<file path="src/hw/defl_safety_pkg.sv">
package defl_safety_pkg;

    // ----------------------------------------------------------------
    // Register map
    // ----------------------------------------------------------------
    localparam logic [3:0] ADDR_CONTROL = 4'h0;
    localparam logic [3:0] ADDR_STATUS = 4'h1;
    localparam logic [3:0] ADDR_IRQ_STATUS = 4'h2;
    localparam logic [3:0] ADDR_IRQ_MASK = 4'h3;

    // Control register bit positions
    localparam int CTL_DRIVE_EN = 0;
    localparam int CTL_BLANK_HOLD = 1;
    localparam int CTL_VDRIVE_EN = 2;
    localparam int CTL_UNLOCK_CUT = 3;
    localparam int CTL_ALARM_CLEAR = 4;

    // Control reset value: blank hold set, vertical drive on
    localparam logic [7:0] CONTROL_RESET = 8'h06;

    // Interrupt status bits
    localparam int IRQ_ALARM = 0;
    localparam int IRQ_UNLOCK = 1;
    localparam int IRQ_VBLANK = 2;
    localparam logic [2:0] IRQ_RESET = 3'h0;

    // ----------------------------------------------------------------
    // Timing
    // ----------------------------------------------------------------
    localparam logic [1:0] ALARM_DELAY_LINES = 2'h2;
    localparam int SOFT_STEP_CYCLES = 64;
    localparam logic [7:0] SOFT_FULL = 8'hff;
    localparam logic [7:0] HDRIVE_ON_LEVEL = 8'h20;
    localparam logic [7:0] CDRIVE_ON_LEVEL = 8'h80;

    // Composite output levels
    localparam logic [1:0] LVL_LOCK_ACTIVE = 2'h3;
    localparam logic [1:0] LVL_LOCK_BLANK = 2'h2;
    localparam logic [1:0] LVL_UNLOCK_ACTIVE = 2'h1;
    localparam logic [1:0] LVL_UNLOCK_BLANK = 2'h0;

    // Monitor inputs from analog comparators
    typedef struct packed {
        logic supply_ok;
        logic supply_alarm_ok;
        logic sense_over;
        logic locked;
    } monitor_s;

    // Vertical timing pulses
    typedef struct packed {
        logic vsync;
        logic vdischarge;
    } vtiming_s;

endpackage : defl_safety_pkg

</file>
<file path="src/hw/deflection_safety_and_blanking.sv">
// The register offsets and the address-and-strobe port were decided locally.
`timescale 1ns/10ps
// Summary of operation
// - Horizontal drive switches on before and off after the converter drive.
// - Alarm arms only when sense exceeds threshold with supply above enable level.
// - Drives switch off only after two horizontal lines of overvoltage.
// - Overvoltage shutdown sets the readable radiation alarm flag.
// - Shutdown stays latched until supply drop or alarm clear write.
// - Composite output gives four levels from lock and blanking states.
// - Blanking starts at first leading edge of vsync or discharge.
// - Blanking ends at trailing edge of the discharge pulse.
// - Blank hold select set (default) holds composite at blanking level.
// - Low supply, active protection or vertical drive off force blanking.
// - Soft start or stop runs at each converter drive switch, except the hard stop of the unlock cutoff.
// - Unlock cutoff stops converter at once and soft-starts on relock.
module deflection_safety_and_blanking
    import defl_safety_pkg::*;
#(
    parameter int STEP_CYCLES = SOFT_STEP_CYCLES
) (
    // Clock and reset
    input wire logic ref_clk,
    input wire logic rst_b,
    // Register port
    input wire logic [3:0] addr,
    input wire logic [7:0] wdata,
    input wire logic wr,
    input wire logic rd,
    output logic [7:0] rdata,
    // Analog monitor and timing inputs
    input wire defl_safety_pkg::monitor_s monitor,
    input wire defl_safety_pkg::vtiming_s vtiming,
    input wire logic hline,
    // Drive and status outputs
    output logic horizontal_drive_output,
    output logic converter_drive_output,
    output logic [1:0] lock_blank_composite_output,
    output logic irq
);
    import defl_safety_pkg::*;

    typedef enum {ST_OFF, ST_RAMP_UP, ST_ON, ST_RAMP_DOWN} soft_e;

    logic [7:0] control;
    logic [2:0] irq_status;
    logic [2:0] irq_mask;
    logic radiation_alarm_flag;
    logic [1:0] line_count;
    logic [7:0] soft_level;
    logic [15:0] step_count;
    logic cut_active;
    logic vblank;
    logic vsync_q;
    logic vdis_q;
    logic locked_q;
    soft_e soft_state;

    wire logic wr_ctl = wr && (addr == ADDR_CONTROL);
    wire logic wr_irq = wr && (addr == ADDR_IRQ_STATUS);
    wire logic alarm_clear = wr_ctl && wdata[CTL_ALARM_CLEAR];
    wire logic armed = monitor.sense_over && monitor.supply_alarm_ok;
    wire logic alarm_fire = armed && (line_count == ALARM_DELAY_LINES - 2'h1) && hline;
    wire logic want_on = control[CTL_DRIVE_EN] && monitor.supply_ok && !radiation_alarm_flag
        && !(cut_active && monitor.locked);
    wire logic step_tick = (step_count == 16'(STEP_CYCLES - 1));
    wire logic vsync_rise = vtiming.vsync && !vsync_q;
    wire logic vdis_rise = vtiming.vdischarge && !vdis_q;
    wire logic vdis_fall = !vtiming.vdischarge && vdis_q;

    // ----------------------------------------------------------------
    // Register port
    // ----------------------------------------------------------------
    // Control register; clear bit self-resets
    always_ff @(posedge ref_clk) begin
        if (!rst_b) begin
            control <= CONTROL_RESET;
        end else if (wr_ctl) begin
            control <= {3'h0, 1'b0, wdata[3:0]};
        end
    end

    // Read mux, data one cycle after strobe
    always_ff @(posedge ref_clk) begin
        if (!rst_b) begin
            rdata <= 8'h00;
        end else if (rd) begin
            if (addr == ADDR_CONTROL) begin
                rdata <= control;
            end else if (addr == ADDR_STATUS) begin
                rdata <= {4'h0, vblank, monitor.locked, soft_state == ST_ON,
                    radiation_alarm_flag};
            end else if (addr == ADDR_IRQ_STATUS) begin
                rdata <= {5'h00, irq_status};
            end else if (addr == ADDR_IRQ_MASK) begin
                rdata <= {5'h00, irq_mask};
            end else begin
                rdata <= 8'h00;
            end
        end else begin
            rdata <= 8'h00;
        end
    end

    // Interrupt mask
    always_ff @(posedge ref_clk) begin
        if (!rst_b) begin
            irq_mask <= IRQ_RESET;
        end else if (wr && addr == ADDR_IRQ_MASK) begin
            irq_mask <= wdata[2:0];
        end
    end

    // Sticky events; set wins over write-one clear
    always_ff @(posedge ref_clk) begin
        if (!rst_b) begin
            irq_status <= IRQ_RESET;
        end else begin
            irq_status <= (irq_status & ~(wr_irq ? wdata[2:0] : 3'h0))
                | {vblank == 1'b0 && (vsync_rise || vdis_rise),
                   locked_q && !monitor.locked, alarm_fire};
        end
    end

    assign irq = |(irq_status & irq_mask);

    // ----------------------------------------------------------------
    // Overvoltage protection
    // ----------------------------------------------------------------
    // Line counter restarts whenever the condition drops
    always_ff @(posedge ref_clk) begin
        if (!rst_b) begin
            line_count <= 2'h0;
        end else if (!armed) begin
            line_count <= 2'h0;
        end else if (hline && line_count != ALARM_DELAY_LINES) begin
            line_count <= line_count + 2'h1;
        end
    end

    // Latched alarm; supply drop or clear bit resets it
    always_ff @(posedge ref_clk) begin
        if (!rst_b) begin
            radiation_alarm_flag <= 1'b0;
        end else if (alarm_fire) begin
            radiation_alarm_flag <= 1'b1;
        end else if (!monitor.supply_ok || alarm_clear) begin
            radiation_alarm_flag <= 1'b0;
        end
    end

    // ----------------------------------------------------------------
    // Soft start and stop sequencing
    // ----------------------------------------------------------------
    // Step timer for the ramp
    always_ff @(posedge ref_clk) begin
        if (!rst_b || step_tick) begin
            step_count <= 16'h0000;
        end else begin
            step_count <= step_count + 16'h0001;
        end
    end

    // Ramp state: rises when wanted, falls otherwise
    always_ff @(posedge ref_clk) begin
        if (!rst_b) begin
            soft_state <= ST_OFF;
            soft_level <= 8'h00;
        end else begin
            case (soft_state)
                ST_OFF: begin
                    if (want_on) begin
                        soft_state <= ST_RAMP_UP;
                    end
                end
                ST_RAMP_UP: begin
                    if (!want_on) begin
                        soft_state <= ST_RAMP_DOWN;
                    end else if (soft_level == SOFT_FULL) begin
                        soft_state <= ST_ON;
                    end else if (step_tick) begin
                        soft_level <= soft_level + 8'h01;
                    end
                end
                ST_ON: begin
                    if (!want_on) begin
                        soft_state <= ST_RAMP_DOWN;
                    end
                end
                default: begin
                    if (want_on) begin
                        soft_state <= ST_RAMP_UP;
                    end else if (soft_level == 8'h00) begin
                        soft_state <= ST_OFF;
                    end else if (step_tick) begin
                        soft_level <= soft_level - 8'h01;
                    end
                end
            endcase
        end
    end

    // Unlock cutoff: hard stop; on relock ramp dips below converter level, then soft restart
    always_ff @(posedge ref_clk) begin
        if (!rst_b) begin
            cut_active <= 1'b0;
        end else if (control[CTL_UNLOCK_CUT] && !monitor.locked) begin
            cut_active <= 1'b1;
        end else if (soft_level < CDRIVE_ON_LEVEL) begin
            cut_active <= 1'b0;
        end
    end

    // Drive outputs from thresholds on the ramp
    always_ff @(posedge ref_clk) begin
        if (!rst_b) begin
            horizontal_drive_output <= 1'b0;
            converter_drive_output <= 1'b0;
        end else begin
            horizontal_drive_output <= soft_level >= HDRIVE_ON_LEVEL;
            converter_drive_output <= (soft_level >= CDRIVE_ON_LEVEL) && !cut_active
                && !(control[CTL_UNLOCK_CUT] && !monitor.locked);
        end
    end

    // ----------------------------------------------------------------
    // Vertical blanking and composite output
    // ----------------------------------------------------------------
    // Edge history
    always_ff @(posedge ref_clk) begin
        if (!rst_b) begin
            vsync_q <= 1'b0;
            vdis_q <= 1'b0;
            locked_q <= 1'b0;
        end else begin
            vsync_q <= vtiming.vsync;
            vdis_q <= vtiming.vdischarge;
            locked_q <= monitor.locked;
        end
    end

    // Early blanking pulse
    always_ff @(posedge ref_clk) begin
        if (!rst_b) begin
            vblank <= 1'b0;
        end else if (vdis_fall) begin
            vblank <= 1'b0;
        end else if (vsync_rise || vdis_rise) begin
            vblank <= 1'b1;
        end
    end

    // Four-level composite
    always_ff @(posedge ref_clk) begin
        if (!rst_b) begin
            lock_blank_composite_output <= LVL_UNLOCK_BLANK;
        end else if (vblank || control[CTL_BLANK_HOLD] || !monitor.supply_ok
                || radiation_alarm_flag || !control[CTL_VDRIVE_EN]) begin
            lock_blank_composite_output <= monitor.locked ? LVL_LOCK_BLANK
                : LVL_UNLOCK_BLANK;
        end else begin
            lock_blank_composite_output <= monitor.locked ? LVL_LOCK_ACTIVE
                : LVL_UNLOCK_ACTIVE;
        end
    end
endmodule : deflection_safety_and_blanking

</file>
<file path="config.mk">
export PLATFORM = sky130hd
export DESIGN_NAME = deflection_safety_and_blanking
export DESIGN_NICKNAME = d
export VERILOG_FILES = /design/src/hw/defl_safety_pkg.sv /design/src/hw/deflection_safety_and_blanking.sv
export SDC_FILE = /design/constraint.sdc
export NUM_CORES = 1
export LEC_CHECK = 0
export ABC_AREA = 1
export BUFFER_PORTS_ARGS = -buffer_cell sky130_fd_sc_hd__buf_2
export CAP_MARGIN = 20
export CORE_MARGIN = 4
export CORE_UTILIZATION = 23
export DETAILED_ROUTE_END_ITERATION = 10
export GPL_ROUTABILITY_DRIVEN = 0
export GPL_TIMING_DRIVEN = 0
export PLACE_DENSITY = 0.48
export SLEW_MARGIN = 10
export SYNTH_ARGS = -nofsm -noshare
export SYNTH_HDL_FRONTEND = slang
export SYNTH_SLANG_ARGS = --single-unit
</file>
<file path="constraint.sdc">
create_clock -name ref_clk -period 2.9 [get_ports ref_clk]
set_input_delay 0 -clock ref_clk [delete_from_list [all_inputs] [get_ports ref_clk]]
set_output_delay 0 -clock ref_clk [all_outputs]
set_load 0.01 [all_outputs]
</file>
==> results.py <==
metrics = {
    "cts": {
        "clock_latency_ns": 0.28,
        "cts_max_level": 2,
        "cts_buffer_depth": 2,
        "ctsResizeCount": 0,
        "clk_pin_slew_worst_paths_ns": 0.07,
        "cts_made_buffers": 5,
        "ctsRootBufferMaster": "clkbuf_16",
        "cts_tree": "done",
        "clock-sinks": 51,
    },
    "yosys": {
        "syn_area_per_cell_um2": 6.72,
        "yosysSeqAreaShare_pct": 35.8,
        "ys_types": 41,
        "ys_ff_latch": 51,
        "ys_warn_count": 0,
        "synthCells": 424,
        "syn-cell-area_um2": 2850,
    },
    "worst_setup_path": {
        "cpMostUsedCell": "nand2_1",
        "critPathBufInv": 2,
        "crit_chain": "inv_1 > ha_1 > inv_2 > nand2_1 > and2_1 > ha_1 > o21bai_1 > nand3_1 > nand2_1 > nand2_1 > nand4_1 > nand2_1 > nor2_1",
        "startpoint": "soft_state[1]$_SDFFE_PN0P_",
        "worstPathArrival_ns": 2.34,
        "cpLargestDelayFamily": "simple AND/OR/NAND/NOR gates",
        "startpoint_type": "flop",
        "critical_path.max_stage_delay_ns": 0.40,
        "endpoint_kind": "flop",
        "r2r-start": "soft_state[1]$_SDFFE_PN0P_",
        "path_class": "reg2reg",
        "worstPathRequired_ns": 3.09,
        "critPathMaxFanout": 9,
        "cp_slowest_cell": "dfxtp_1",
    },
    "route": {
        "routed-via-count": 2629,
        "drt_iter0_markers": 123,
        "viasPerCell": 4.11,
        "wire_per_inst_um": 10.3,
        "ant_nets": 0,
        "drt-total-wl_um": 6590,
        "drc": 0,
        "first_pass_iters": 4,
    },
    "power_and_ir_drop": {
        "cellPowerDensity_nw_per_um2": 471,
        "switching_share_pct": 28.8,
        "p_seq_share_pct": 45.8,
        "p_sw_mw": 0.466,
        "pwr-share-clk_pct": 35.0,
        "combPwrFrac_pct": 19.2,
        "p_int_mw": 1.15,
        "p_leak_nw": 1.55,
        "vdd_drop_max_uv": 168,
    },
    "timing": {
        "worstMarginPinSlew_ns": 0.614,
        "finClkSkew_ns": 0.00666,
        "fin_ws_ns": 0.745,
        "fin_crit_ns": 2.16,
        "hold_viol": 0,
        "rsz0062_at_grt": "false",
        "setup_viol": 0,
        "fmax_mhz": 464,
        "period_share_pct": 74.3,
        "slew_headroom_pct": 59.1,
        "hold_slack_ns": 0.0294,
        "tns_ns": 0,
        "drv_slew": 0,
    },
    "global_routing": {
        "grt_pass1_wl_um": 11500,
        "grt_pass1_vias": 2457,
        "grt_use_total_pct": 9.55,
        "grt_max_degree": 16,
        "gr-total-overflow": 0,
        "antenna_found_initial": 0,
    },
    "placed_design": {
        "port_buffers": 28,
        "dp_cells": 623,
        "post-place-ws_ns": 0.753,
        "hpwl_um": 5240,
    },
    "hold_path": {
        "hp-start": "hline",
        "hp-class": "in2reg",
    },
    "finish": {
        "instances_no_fill": 639,
        "areaGrowthSynthToFinish_pct": 20.7,
        "layout.nets": 507,
        "layout_commonest_cell": "nand2_1",
        "drive_above_1_share_pct": 14.9,
        "fill_cells": 1334,
        "antenna_cells": 0,
        "layout_common_cells": "nand2_1, inv_1, dfxtp_1, nor2_1, buf_2",
    },
    "die": {
        "die_y_um": 119,
        "fp.coreArea_um2": 12100,
        "initial_core_util_pct": 23.6,
        "die_w_um": 119,
        "ios": 36,
        "dieArea_um2": 14200,
        "num_rows": 40,
    },
    "job": {
        "maxCapViolations": 0,
    },
    "status": {
        "outcome": "complete, no violations",
    },
}
==> stage by stage <==
step | instance area [µm²] | utilization, % | power, mW
2_1_floorplan | 2860 | - | 0.983
3_3_place_gp | 3210 | 26.6 | 1.06
3_5_place_dp | 3210 | 26.6 | 1.06
4_1_cts | 3440 | 28.5 | 1.65
5_1_grt | 3440 | 28.5 | 1.74
6_report | 3440 | 28.5 | 1.62
==> synthesized netlist by cell type, drive strengths merged <==
cell type	number	area, µm²
nor2	62	278
a21oi	29	149
and2	1	6.26
or2	5	31.3
a211oi	1	7.51
nand4	6	37.5
buf	6	42.5
inv	70	263
a31oi	1	6.26
dfxtp	51	1020
clkbuf	2	7.51
nand2	107	424
xor2	1	8.76
o22ai	1	6.26
o21bai	2	15.0
nand3	24	125
o211ai	1	7.51
xnor2	1	8.76
o221ai	3	26.3
nor3b	2	15.0
ha	13	163
nor3	5	30.0
a221oi	3	26.3
conb	1	3.75
clkinv	2	13.8
o21ai	21	109
nor4	3	18.8
==> state kept, by name (all words and copies together) (netlist names) <==
name,cells
soft_state,2
soft_level,8
lock_blank_composite_output,1
vsync_q,1
converter_drive_output,1
cut_active,1
vblank,1
line_count,2
control,4
irq_status,3
step_count,16
irq_mask,3
locked_q,1
horizontal_drive_output,1
rdata,4
radiation_alarm_flag,1
vdis_q,1
==> power by group through the flow <==
| stage | Clock (mW) | Sequential, mW | Combinational (mW) |
|---|---|---|---|
| after floorplan | 0 | 0.752 | 0.231 |
| after global placement | 0 | 0.757 | 0.302 |
| after detailed placement | 0 | 0.758 | 0.304 |
| after CTS | 0.592 | 0.742 | 0.314 |
| after global routing | 0.622 | 0.745 | 0.369 |
| final | 0.566 | 0.742 | 0.311 |
==> what timing repair did <==
| item | CTS | global route |
|---|---|---|
| hold buffers | 9 | 0 |
| buffers inserted | 0 | 0 |
| hold endpoints to repair | 8 | 0 |
| endpoints found under the setup margin | 0 | 0 |
==> kinds of logic after synthesis <==
| kind of cell | Yosys count | share of synthesized area (%) |
|---|---|---|
| and+or+nand+nor | 215 | 33.9 |
| buffers and inverters | 80 | 11.5 |
| AOI/OAI and AO/OA | 62 | 12.4 |
| DFF | 51 | 35.8 |
| adders and majority gates | 13 | 5.71 |
| xor gates and xnor gates | 2 | 0.615 |
| other | 1 | 0.132 |
==> worst register-to-register path: cells and delay by family, from the launching register on <==
kind,cells,cell delay (ns)
AND/OR/NAND/NOR,8,0.74
buffers and inverters,2,0.28
flip-flops,1,0.40
AO/OA/AOI/OAI,1,0.21
adder cells (fa/ha/maj),2,0.43
==> final cells by class <==
| class | count | area [µm²] | share of cell area [%] |
|---|---|---|---|
| Buffer | 8 | 50.0 | 1.45 |
| Clock buffer | 5 | 125 | 3.64 |
| Sequential cell | 51 | 1020 | 29.7 |
| Tap cell | 168 | 210 | 6.11 |
| Multi-Input combinational cell | 296 | 1510 | 44.0 |
| Timing Repair Buffer | 37 | 230 | 6.69 |
| Inverter | 72 | 277 | 8.04 |
| Clock inverter | 2 | 13.8 | 0.400 |
==> routing by layer <==
| layer | track usage (%) | wire length [µm] | vias up |
|---|---|---|---|
| li1 | - | - | 1427 |
| met2 | 15.0 | 2900 | 38 |
| met1 | 13.7 | 3390 | 1160 |
| met4 | 1.72 | 52 | 0 |
| met5 | 0 | 0 | - |
| met3 | 1.95 | 242 | 4 |
==> final timing paths <==
check | endpoint | slack [ns] | cells after the start
worst min-delay path | radiation_alarm_flag$_SDFFE_PN0P_ | 0.03 | 3
worst max register to register | soft_level[4]$_SDFFE_PN0P_ | 0.74 | 13
worst max-delay path | soft_level[4]$_SDFFE_PN0P_ | 0.74 | 13
worst min register to register | step_count[0]$_SDFF_PP0_ | 0.45 | 1
Note: power is estimated with default switching activity, not from simulation.
